## src/core/counter_pkg.sv

```systemverilog
// Constants and types shared by the counter timebase block
package counter_pkg;

  // ----------------------------------------------------------------
  // Widths
  // ----------------------------------------------------------------
  localparam int CNT_W  = 16;
  localparam int BYTE_W = 8;
  localparam int ADDR_W = 2;

  // ----------------------------------------------------------------
  // Register offsets
  // ----------------------------------------------------------------
  localparam logic [1:0] ADDR_LOW  = 2'h0;
  localparam logic [1:0] ADDR_HIGH = 2'h1;
  localparam logic [1:0] ADDR_MODE = 2'h2;

  // ----------------------------------------------------------------
  // Mode register fields
  // ----------------------------------------------------------------
  localparam int MODE_ENABLE_BIT  = 0;
  localparam int MODE_SEL_LSB     = 1;
  localparam int MODE_SEL_MSB     = 3;
  localparam int MODE_FLAG_BIT    = 6;
  localparam int MODE_SUSPEND_BIT = 7;

  // ----------------------------------------------------------------
  // Reset values and limits
  // ----------------------------------------------------------------
  localparam logic [7:0]  MODE_RESET = 8'h00;
  localparam logic [15:0] CNT_RESET  = 16'h0000;
  localparam logic [15:0] CNT_MAX    = 16'hffff;
  localparam logic [7:0]  BYTE_ZERO  = 8'h00;

  // ----------------------------------------------------------------
  // Prescaler ratios
  // ----------------------------------------------------------------
  localparam int DIV_SLOW = 12;
  localparam int DIV_FAST = 4;
  localparam int DIV_OSC  = 8;

  typedef enum logic [2:0] {
    TB_DIV12    = 3'b000,
    TB_DIV4     = 3'b001,
    TB_TIMER0   = 3'b010,
    TB_ECI      = 3'b011,
    TB_SYSCLK   = 3'b100,
    TB_EXTOSC   = 3'b101,
    TB_LFO      = 3'b110,
    TB_RESERVED = 3'b111
  } timebase_t;

endpackage

```

## src/core/tick_if.sv

```systemverilog
// One-cycle tick carried between the timebase helper modules
`timescale 1ns/1ns
interface tick_if;
  logic pulse;
  modport src (output pulse);
  modport dst (input  pulse);
endinterface

```

## src/core/edge_sync.sv

```systemverilog
// Two-flop pin synchroniser with a registered edge pulse
`timescale 1ns/1ns
module edge_sync #(
  parameter bit FALLING = 1'b1
) (
  input  wire logic core_clk,
  input  wire logic reset,
  input  wire logic pin,
  tick_if.src       edge_tick
);

  logic s1_r, s1_nxt;
  logic s2_r, s2_nxt;
  logic s3_r, s3_nxt;
  logic edge_r, edge_nxt;

  // Only s2 and s3 feed the edge test; s1 is read by s2 alone
  always_comb begin
    s1_nxt   = pin;
    s2_nxt   = s1_r;
    s3_nxt   = s2_r;
    edge_nxt = FALLING ? (s3_r & ~s2_r) : (~s3_r & s2_r);
  end

  always_ff @(posedge core_clk) begin
    if (reset) begin
      s1_r   <= 1'b0;
      s2_r   <= 1'b0;
      s3_r   <= 1'b0;
      edge_r <= 1'b0;
    end else begin
      s1_r   <= s1_nxt;
      s2_r   <= s2_nxt;
      s3_r   <= s3_nxt;
      edge_r <= edge_nxt;
    end
  end

  assign edge_tick.pulse = edge_r;

endmodule

```

## src/core/tick_divider.sv

```systemverilog
// Counts input ticks and emits one output tick every DIV of them
`timescale 1ns/1ns
module tick_divider #(
  parameter int DIV = 12
) (
  input  wire logic core_clk,
  input  wire logic reset,
  tick_if.dst       in_tick,
  tick_if.src       out_tick
);

  localparam int W = $clog2(DIV);
  localparam logic [W-1:0] LAST = W'(DIV - 1);

  logic [W-1:0] cnt_r, cnt_nxt;
  logic         out_r, out_nxt;

  always_comb begin
    cnt_nxt = cnt_r;
    out_nxt = 1'b0;
    if (in_tick.pulse) begin
      if (cnt_r == LAST) begin
        cnt_nxt = '0;
        out_nxt = 1'b1;
      end else begin
        cnt_nxt = cnt_r + W'(1);
      end
    end
  end

  always_ff @(posedge core_clk) begin
    if (reset) begin
      cnt_r <= '0;
      out_r <= 1'b0;
    end else begin
      cnt_r <= cnt_nxt;
      out_r <= out_nxt;
    end
  end

  assign out_tick.pulse = out_r;

endmodule

```

## src/core/counter_timebase.sv

```systemverilog
// Sixteen-bit counter with selectable timebase and overflow flag
//
// Summary of operation
// The count is one 16-bit value seen by software as two byte registers.
// A low-byte read snapshots the high byte for the next high-byte read.
// Software reads the low byte first to get a coherent 16-bit value.
// Reading either count byte never stalls, reloads or drops a count.
// Wrapping from all ones to zero sets the overflow flag.
// The interrupt request follows the flag only while its enable is set.
// Hardware never clears the flag; software clears it.
// With idle suspend clear the count keeps running in processor idle.
// Codes 0, 1, 2 and 4 count clock/12, clock/4, timer 0 overflow and clock.
// Code 3 counts synced falling edges of the count input, max clock/4.
// Code 5 counts the synchronised external oscillator divided by 8.
// Code 6 counts the synced slow oscillator over 8; code 7 is reserved.
// With idle suspend set the count holds while the processor idles.
//
// The strobed register port and the register offsets are this design's own decisions.
`timescale 1ns/1ns
module counter_timebase (
  input  wire logic       core_clk,
  input  wire logic       reset,
  input  wire logic [1:0] reg_addr,
  input  wire logic [7:0] reg_wdata,
  input  wire logic       reg_wr,
  input  wire logic       reg_rd,
  output logic      [7:0] reg_rdata,
  input  wire logic       cpu_idle,
  input  wire logic       timer0_overflow,
  input  wire logic       external_count_input,
  input  wire logic       ext_osc_in,
  input  wire logic       lfo_in,
  output logic            overflow_irq
);

  // ----------------------------------------------------------------
  // Address decode
  // ----------------------------------------------------------------
  function automatic logic hit(input logic [1:0] addr,
                               input logic [1:0] target);
    hit = (addr == target);
  endfunction

  logic wr_low;
  logic wr_high;
  logic wr_mode;
  logic rd_low;
  logic rd_high;

  assign wr_low  = reg_wr & hit(reg_addr, counter_pkg::ADDR_LOW);
  assign wr_high = reg_wr & hit(reg_addr, counter_pkg::ADDR_HIGH);
  assign wr_mode = reg_wr & hit(reg_addr, counter_pkg::ADDR_MODE);
  assign rd_low  = reg_rd & hit(reg_addr, counter_pkg::ADDR_LOW);
  assign rd_high = reg_rd & hit(reg_addr, counter_pkg::ADDR_HIGH);

  // ----------------------------------------------------------------
  // Timebase sources
  // ----------------------------------------------------------------
  tick_if always_tick ();
  tick_if div12_tick ();
  tick_if div4_tick ();
  tick_if eci_tick ();
  tick_if osc_edge ();
  tick_if osc8_tick ();
  tick_if lfo_edge ();
  tick_if lfo8_tick ();

  assign always_tick.pulse = 1'b1;

  tick_divider #(.DIV(counter_pkg::DIV_SLOW)) u_div12 (
    .core_clk (core_clk),
    .reset    (reset),
    .in_tick  (always_tick),
    .out_tick (div12_tick)
  );

  tick_divider #(.DIV(counter_pkg::DIV_FAST)) u_div4 (
    .core_clk (core_clk),
    .reset    (reset),
    .in_tick  (always_tick),
    .out_tick (div4_tick)
  );

  // External count input: falling edges after two flops
  edge_sync #(.FALLING(1'b1)) u_eci_sync (
    .core_clk  (core_clk),
    .reset     (reset),
    .pin       (external_count_input),
    .edge_tick (eci_tick)
  );

  // External oscillator, synchronised then divided
  edge_sync #(.FALLING(1'b0)) u_osc_sync (
    .core_clk  (core_clk),
    .reset     (reset),
    .pin       (ext_osc_in),
    .edge_tick (osc_edge)
  );

  tick_divider #(.DIV(counter_pkg::DIV_OSC)) u_osc_div (
    .core_clk (core_clk),
    .reset    (reset),
    .in_tick  (osc_edge),
    .out_tick (osc8_tick)
  );

  // Low-frequency oscillator, synchronised then divided
  edge_sync #(.FALLING(1'b0)) u_lfo_sync (
    .core_clk  (core_clk),
    .reset     (reset),
    .pin       (lfo_in),
    .edge_tick (lfo_edge)
  );

  tick_divider #(.DIV(counter_pkg::DIV_OSC)) u_lfo_div (
    .core_clk (core_clk),
    .reset    (reset),
    .in_tick  (lfo_edge),
    .out_tick (lfo8_tick)
  );

  // ----------------------------------------------------------------
  // Mode register
  // ----------------------------------------------------------------
  logic                  irq_enable_r, irq_enable_nxt;
  logic                  suspend_r, suspend_nxt;
  counter_pkg::timebase_t tb_sel_r, tb_sel_nxt;
  logic                  flag_r, flag_nxt;
  logic                  overflow_set;
  logic [7:0]            mode_read;

  always_comb begin
    irq_enable_nxt = irq_enable_r;
    suspend_nxt    = suspend_r;
    tb_sel_nxt     = tb_sel_r;
    flag_nxt       = flag_r;
    if (wr_mode) begin
      irq_enable_nxt = reg_wdata[counter_pkg::MODE_ENABLE_BIT];
      suspend_nxt    = reg_wdata[counter_pkg::MODE_SUSPEND_BIT];
      tb_sel_nxt     = counter_pkg::timebase_t'(
        reg_wdata[counter_pkg::MODE_SEL_MSB:counter_pkg::MODE_SEL_LSB]);
      // Writing zero clears; writing one leaves it alone
      if (!reg_wdata[counter_pkg::MODE_FLAG_BIT]) begin
        flag_nxt = 1'b0;
      end
    end
    // Hardware set beats a same-cycle clear
    if (overflow_set) begin
      flag_nxt = 1'b1;
    end
  end

  always_ff @(posedge core_clk) begin
    if (reset) begin
      irq_enable_r <= counter_pkg::MODE_RESET[counter_pkg::MODE_ENABLE_BIT];
      suspend_r    <= counter_pkg::MODE_RESET[counter_pkg::MODE_SUSPEND_BIT];
      tb_sel_r     <= counter_pkg::TB_DIV12;
      flag_r       <= counter_pkg::MODE_RESET[counter_pkg::MODE_FLAG_BIT];
    end else begin
      irq_enable_r <= irq_enable_nxt;
      suspend_r    <= suspend_nxt;
      tb_sel_r     <= tb_sel_nxt;
      flag_r       <= flag_nxt;
    end
  end

  always_comb begin
    mode_read = counter_pkg::BYTE_ZERO;
    mode_read[counter_pkg::MODE_ENABLE_BIT]  = irq_enable_r;
    mode_read[counter_pkg::MODE_SEL_MSB:counter_pkg::MODE_SEL_LSB] = tb_sel_r;
    mode_read[counter_pkg::MODE_FLAG_BIT]    = flag_r;
    mode_read[counter_pkg::MODE_SUSPEND_BIT] = suspend_r;
  end

  // Request tracks the flag only while enabled
  assign overflow_irq = flag_r & irq_enable_r;

  // ----------------------------------------------------------------
  // Counter
  // ----------------------------------------------------------------
  logic [15:0] count_r, count_nxt;
  logic [7:0]  count_high;
  logic        src_tick;
  logic        hold;
  logic        count_en;

  always_comb begin
    case (tb_sel_r)
      counter_pkg::TB_DIV12:  src_tick = div12_tick.pulse;
      counter_pkg::TB_DIV4:   src_tick = div4_tick.pulse;
      counter_pkg::TB_TIMER0: src_tick = timer0_overflow;
      counter_pkg::TB_ECI:    src_tick = eci_tick.pulse;
      counter_pkg::TB_SYSCLK: src_tick = 1'b1;
      counter_pkg::TB_EXTOSC: src_tick = osc8_tick.pulse;
      counter_pkg::TB_LFO:    src_tick = lfo8_tick.pulse;
      default:                src_tick = 1'b0;
    endcase
  end

  // Idle stalls counting only when suspend is set
  assign hold     = suspend_r & cpu_idle;
  assign count_en = src_tick & ~hold;

  // Reads never enter this path, so counting is undisturbed
  always_comb begin
    count_nxt    = count_r;
    overflow_set = 1'b0;
    if (count_en) begin
      count_nxt = count_r + 16'h0001;
      overflow_set = (count_r == counter_pkg::CNT_MAX) & ~wr_low & ~wr_high;
    end
    // Byte writes load their half of the single 16-bit count
    if (wr_low) begin
      count_nxt[7:0] = reg_wdata;
    end
    if (wr_high) begin
      count_nxt[15:8] = reg_wdata;
    end
  end

  always_ff @(posedge core_clk) begin
    if (reset) begin
      count_r <= counter_pkg::CNT_RESET;
    end else begin
      count_r <= count_nxt;
    end
  end

  assign count_high = count_r[15:8];

  // ----------------------------------------------------------------
  // Snapshot and read data
  // ----------------------------------------------------------------
  logic [7:0] snap_r, snap_nxt;
  logic       snap_valid_r, snap_valid_nxt;
  logic [7:0] rdata_r, rdata_nxt;

  // Low-byte read latches the high byte
  always_comb begin
    snap_nxt       = snap_r;
    snap_valid_nxt = snap_valid_r;
    if (rd_low) begin
      snap_nxt       = count_high;
      snap_valid_nxt = 1'b1;
    end else if (rd_high) begin
      snap_valid_nxt = 1'b0;
    end
  end

  always_comb begin
    rdata_nxt = counter_pkg::BYTE_ZERO;
    if (reg_rd) begin
      case (reg_addr)
        counter_pkg::ADDR_LOW:  rdata_nxt = count_r[7:0];
        counter_pkg::ADDR_HIGH: rdata_nxt = snap_valid_r ? snap_r
                                                         : count_high;
        counter_pkg::ADDR_MODE: rdata_nxt = mode_read;
        default:                rdata_nxt = counter_pkg::BYTE_ZERO;
      endcase
    end
  end

  always_ff @(posedge core_clk) begin
    if (reset) begin
      snap_r       <= counter_pkg::BYTE_ZERO;
      snap_valid_r <= 1'b0;
      rdata_r      <= counter_pkg::BYTE_ZERO;
    end else begin
      snap_r       <= snap_nxt;
      snap_valid_r <= snap_valid_nxt;
      rdata_r      <= rdata_nxt;
    end
  end

  assign reg_rdata = rdata_r;

  // ----------------------------------------------------------------
  // Assertions
  // ----------------------------------------------------------------
  logic wr_count;
  assign wr_count = wr_low | wr_high;
endmodule

```

## config.mk

```make
export PLATFORM = sky130hd
export DESIGN_NAME = counter_timebase
export DESIGN_NICKNAME = d
export VERILOG_FILES = /design/src/core/counter_pkg.sv /design/src/core/tick_if.sv /design/src/core/edge_sync.sv /design/src/core/tick_divider.sv /design/src/core/counter_timebase.sv
export SDC_FILE = /design/constraint.sdc
export NUM_CORES = 1
export LEC_CHECK = 0
export ABC_AREA = 1
export BUFFER_PORTS_ARGS = -buffer_cell sky130_fd_sc_hd__clkbuf_2
export CORE_MARGIN = 8
export CORE_UTILIZATION = 43
export CTS_BUF_LIST = sky130_fd_sc_hd__clkbuf_2
export DETAILED_ROUTE_END_ITERATION = 10
export GPL_ROUTABILITY_DRIVEN = 0
export MAX_ROUTING_LAYER = met4
export PLACE_DENSITY = 0.72
export SYNTH_ARGS = -nofsm -noshare
export SYNTH_HDL_FRONTEND = slang
export SYNTH_SLANG_ARGS = --single-unit
```

## constraint.sdc

```tcl
create_clock -name core_clk -period 3.5 [get_ports core_clk]
set_input_delay 0.7 -clock core_clk [delete_from_list [all_inputs] [get_ports core_clk]]
set_output_delay 0.7 -clock core_clk [all_outputs]
set_load 0.03 [all_outputs]
```

* Word-level counts from Yosys, hierarchy flattened
Index checks and enable logic that the tools add are counted.
Operators by class: muxes and demuxes 18, add/subtract/negate cells 5, equal/unequal tests 14, reductions and logical operators 12, bitwise gates (word level) 22
Operators by type and width (number):
- two-way mux 8 bit | 3
- one-hot mux 8 bit (3 select lines) | 1
- adder 16 x 1 -> 16 bit (second input constant) | 1
- == test 16 bit (second input constant) | 1
- two-way mux 16 bit | 1
- == test 3 bit (second input constant) | 5
- bitwise AND 1 bit | 13
- two-way mux 1 bit | 10
- OR reduction 2 bit | 5
- NOT 1 bit | 9
- nonzero test 2 bit | 4
- one-hot mux 1 bit (7 select lines) | 1
- adder 3 x 1 -> 3 bit (second input constant) | 2
- == test 3 x 2 -> 1 bit (second input constant) | 2
- two-way mux 3 bit | 2
- adder 4 x 1 -> 4 bit (second input constant) | 1
- == test 2 bit (second input constant) | 2
- == test 4 bit (second input constant) | 1
- == test 3 x 1 -> 1 bit (second input constant) | 1
- zero test 3 bit | 1
- adder 2 x 1 -> 2 bit (second input constant) | 1
- == test 2 x 1 -> 1 bit (second input constant) | 1
- zero test 2 bit | 1
- != test 2 x 1 -> 1 bit (second input constant) | 1
- AND reduction 2 bit | 1
Storage, ports and cells: word-level logic and storage cells 100, bits in registers 67, input bits 19, output and inout port bits 9

* Depth between registers and ports, before layout
depth after elaboration 8, depth in mapped cells 11, mapped depth without buffers 10

* Hierarchy
From an unflattened synthesis, not the netlist that was laid out.
Unflattened totals: cells, all modules 464, area total of the unflattened synthesis 3244.4 µm²
By module, submodules not included:
- counter_timebase | cells an instance 341, area an instance 2217.1 µm², seq. area each 780.7 µm², times used 1
- edge_sync | cells an instance 12, area an instance 115.1 µm², seq. area each 80.1 µm², times used 3
- tick_divider (u_lfo_div ...) | cells an instance 21, area an instance 171.4 µm², seq. area each 80.1 µm², times used 2
- tick_divider (u_div12) | cells an instance 29, area an instance 212.7 µm², seq. area each 100.1 µm², times used 1
- tick_divider (u_div4) | cells an instance 16, area an instance 126.4 µm², seq. area each 60.1 µm², times used 1

* Worst setup path after synthesis
No wires, ideal clock.
path type input -> register, from input cpu_idle, to register count_r[14], setup time 0.128 ns, stages on the path 9, buffers on the path 1, data required time 3.372 ns, data arrival time 1.479 ns, path slack 1.893 ns, path through nand2_1 -> o21ai_0 -> a21oi_2 -> nand2_2 -> buf_6 -> nand3_1 -> nand2_1 -> nor2_1 -> nor2_1
On the way: longest elaborated chain between the ends 4
Ends and longest elaborated chain:
- start, declared | RTL line counter_timebase.sv:28 | input wire logic cpu_idle,
- bitwise AND 1 bit | RTL line counter_timebase.sv:201 | assign hold = suspend_r & cpu_idle;
- NOT 1 bit | RTL line counter_timebase.sv:202 | assign count_en = src_tick & ~hold;
- bitwise AND 1 bit | RTL line counter_timebase.sv:202
- nonzero test 2 bit (no source line)
- end signal, assigned | RTL line counter_timebase.sv:223 | count_r <= counter_pkg::CNT_RESET;
- end signal, assigned | RTL line counter_timebase.sv:225 | count_r <= count_nxt;
- end, declared | RTL line counter_timebase.sv:181 | logic [15:0] count_r, count_nxt;
Every way passes these cells. A chain may end at the register's enable or synchronous reset.

* Final worst setup path
from register flag_r, to output overflow_irq
On the way: longest elaborated chain between the ends 1
Ends and longest elaborated chain:
- start, declared | RTL line counter_timebase.sv:128 | logic flag_r, flag_nxt;
- start signal, assigned | RTL line counter_timebase.sv:158 | flag_r <= counter_pkg::MODE_RESET[counter_pkg::MODE_FLAG_BIT];
- start signal, assigned | RTL line counter_timebase.sv:163 | flag_r <= flag_nxt;
- bitwise AND 1 bit | RTL line counter_timebase.sv:176 | assign overflow_irq = flag_r & irq_enable_r;
- end, declared | RTL line counter_timebase.sv:33 | output logic overflow_irq
Every way passes these cells.

==> results.yml <==
logic_synthesis:
  ys_ff_latch: 67
  synth_xor_area_share_pct: 0.850
  yosys.cell_types.count: 30
  synth.area.top_cells: "dfxtp_1, nand2_1, nor2_1"
  synth_area_um2: 3090
  synth_top_area_share_pct: 43.4
  yosysSeqAreaShare_pct: 43.4
  synth_fa_ha_area_share_pct: 2.83
  syn_nets: 460
  synth_area_leader_cell: "dfxtp_1"
  synth-simple-area-share_pct: 29.7
  syn_inst: 434
  synth_compound_area_share_pct: 15.1
  syn_area_per_cell_um2: 7.13
  synth_top_family_by_area: "simple AND/OR/NAND/NOR gates"
  synth_warnings: 0
  muxShareOfSynthArea_pct: 0
clock_network:
  cts_resized: 0
  cts_root_buffer: "clkbuf_2"
  clk_path_buf_depth: 2
  cts_tree: "built"
  cts.sinks: 67
  path_clk_slew_ps: 200
  cts-htree-levels: 3
  insertion_delay_ps: 520
  cts_made_buffers: 9
  post-cts-setup-buffers: 0
  postCtsHoldBufs: 0
route:
  met3_length_um: 512
  route.detailed.drc: 0
  ant_nets: 0
  wire_per_inst_um: 13.8
  drt-met1-wl_mm: 3.31
  highest_layer: "met4"
  dr.pass1.iters: 5
  vias_per_cell: 5.25
  wl_mm: 7.78
  drt_iter0_markers: 253
  dr_wl_met2_mm: 3.71
  dr_total_vias: 2974
cells_and_area:
  n_antenna_cell: 0
  final_cell_mix: "nand2_1, dfxtp_1, nor2_1"
  drive_above_1_share_pct: 12.4
  final_common_cell: "nand2_1"
  finalNonFillerCells: 566
  ff_latch_area_um2: 1340
  fillers: 699
  nets: 488
  syn_to_final_growth_pct: 11.1
  multi_input_area_um2: 1500
power:
  ir_worst_vdd_mv: 0.242
  powerDensity_nw_per_um2: 445
  power_leakage_uw: 0.00147
timing:
  setup_tns_ps: 0
  rsz0062_at_grt: "false"
  slew_headroom_pct: 37.2
  whs_ps: 350
  fmax_ghz: 0.516
  finalCritPeriodShare_pct: 55.4
  slew_violations: 0
  setup_viol: 0
  fin_crit_ps: 1940
  hold_viol_final: 0
  fin_skew_ps: 24.6
  worstMarginPinSlew_ps: 939
die:
  row_count: 31
  die_h_um: 101
  core_area_um2: 7100
  die-area_um2: 10200
  start_util_pct: 43.6
  io_pins: 28
  die_x_um: 101
worst_hold_path:
  holdPathStages: 3
  hold_path.class: "in2reg"
worst_setup_path:
  crit_required_ps: 2800
  cp_slowest_cell: "dfxtp_1"
  cp-end-kind: "output port"
  cpPeakStageDelay_ps: 410
  path_cells: "nand2_1, inv_1, clkbuf_2"
  path_max_fanout: 3
  crit_arrival_ps: 1240
  crit_type: "reg2out"
  r2r_cells: 8
  worstSetupStartpointType: "flop"
placement:
  dp.cells: 550
  hpwl_mm: 5.60
  io_buffers: 27
global_routing:
  overflow: 0
  grt_pass1_wl_mm: 13.0
  antenna_found_initial: 0
  grt_usage_pct: 16.8
  grt_pass1_vias: 2814
  grt_max_degree: 35
flow_run:
  drv_cap: 0
run_status:
  status: "finished, final reports clean"
## critical path: cells and delay by family, from the launching register on
family	cells	cell delay, ps
buffers and inverters	2	250
and+or+nand+nor	1	70
DFF	1	410
## metal layers
metal / vias to the layer above / GRT usage, %
li1: 1480 / -
met1: 1348 / 19.0
met2: 113 / 27.0
met3: 33 / 3.73
met4: 0 / 9.19
met5: - / -
## registers in the layout, indices dropped and copies added (netlist names), 2 cells and up
| signal | flops |
|---|---|
| snap_r | 8 |
| count_r | 16 |
| u_lfo_div.cnt_r | 3 |
| tb_sel_r | 3 |
| u_div4.cnt_r | 2 |
| u_div12.cnt_r | 4 |
| u_osc_div.cnt_r | 3 |
| reg_rdata | 8 |
## metrics by stage
step	cell area, um^2	power (uW)	worst slack, ps	utilization (%)
finish	3440	1530	1560	48.4
global route	3440	1600	1430	48.4
CTS	3440	1540	1530	48.4
detailed placement	3300	999	1330	46.5
global placement	3300	996	1470	46.5
floorplan	3090	948	1890	-
## power breakdown
part | internal (uW) | switching [uW]
Combinational | 52.5 | 109
Sequential | 797 | 28.8
Clock | 243 | 299
## logic make-up after synthesis
logic type | count (synthesis)
compound gates | 84
buf+inv | 62
flops | 67
fa+ha+maj | 7
xor+xnor | 3
simple gates | 211
## cell usage after synthesis (all sizes together)
cell / number
nand3: 37
nor3: 6
xor2: 1
nor3b: 1
xnor2: 2
inv: 51
nand3b: 1
a21oi: 37
o21ai: 33
nor2: 70
ha: 7
buf: 4
a211oi: 3
o211ai: 2
o31ai: 1
o21bai: 1
a221oi: 6
a22oi: 1
dfxtp: 67
clkbuf: 7
nand2: 89
nand4: 7
## cell type report
class / instances / share of cell area (%)
Multi-Input combinational cell: 305 / 43.6
Clock buffer: 10 / 1.46
Tap cell: 99 / 3.61
Timing Repair Buffer: 28 / 4.15
Inverter: 51 / 5.57
Clock inverter: 6 / 2.55
Sequential cell: 67 / 39.0
## final timing paths
kind | start | end | slack (ps)
min | ext_osc_in | u_osc_sync.s1_r$_SDFF_PP0_ | 350
max | flag_r$_SDFFE_PP0P_ | overflow_irq | 1560
max reg2reg | tb_sel_r[0]$_SDFFE_PP0P_ | count_r[2]$_SDFFE_PP0P_ | 1830
min reg2reg | u_osc_sync.s3_r$_SDFF_PP0_ | u_osc_sync.edge_tick.pulse$_SDFF_PP0_ | 390
No activity file was read; power rests on OpenSTA's default activity.
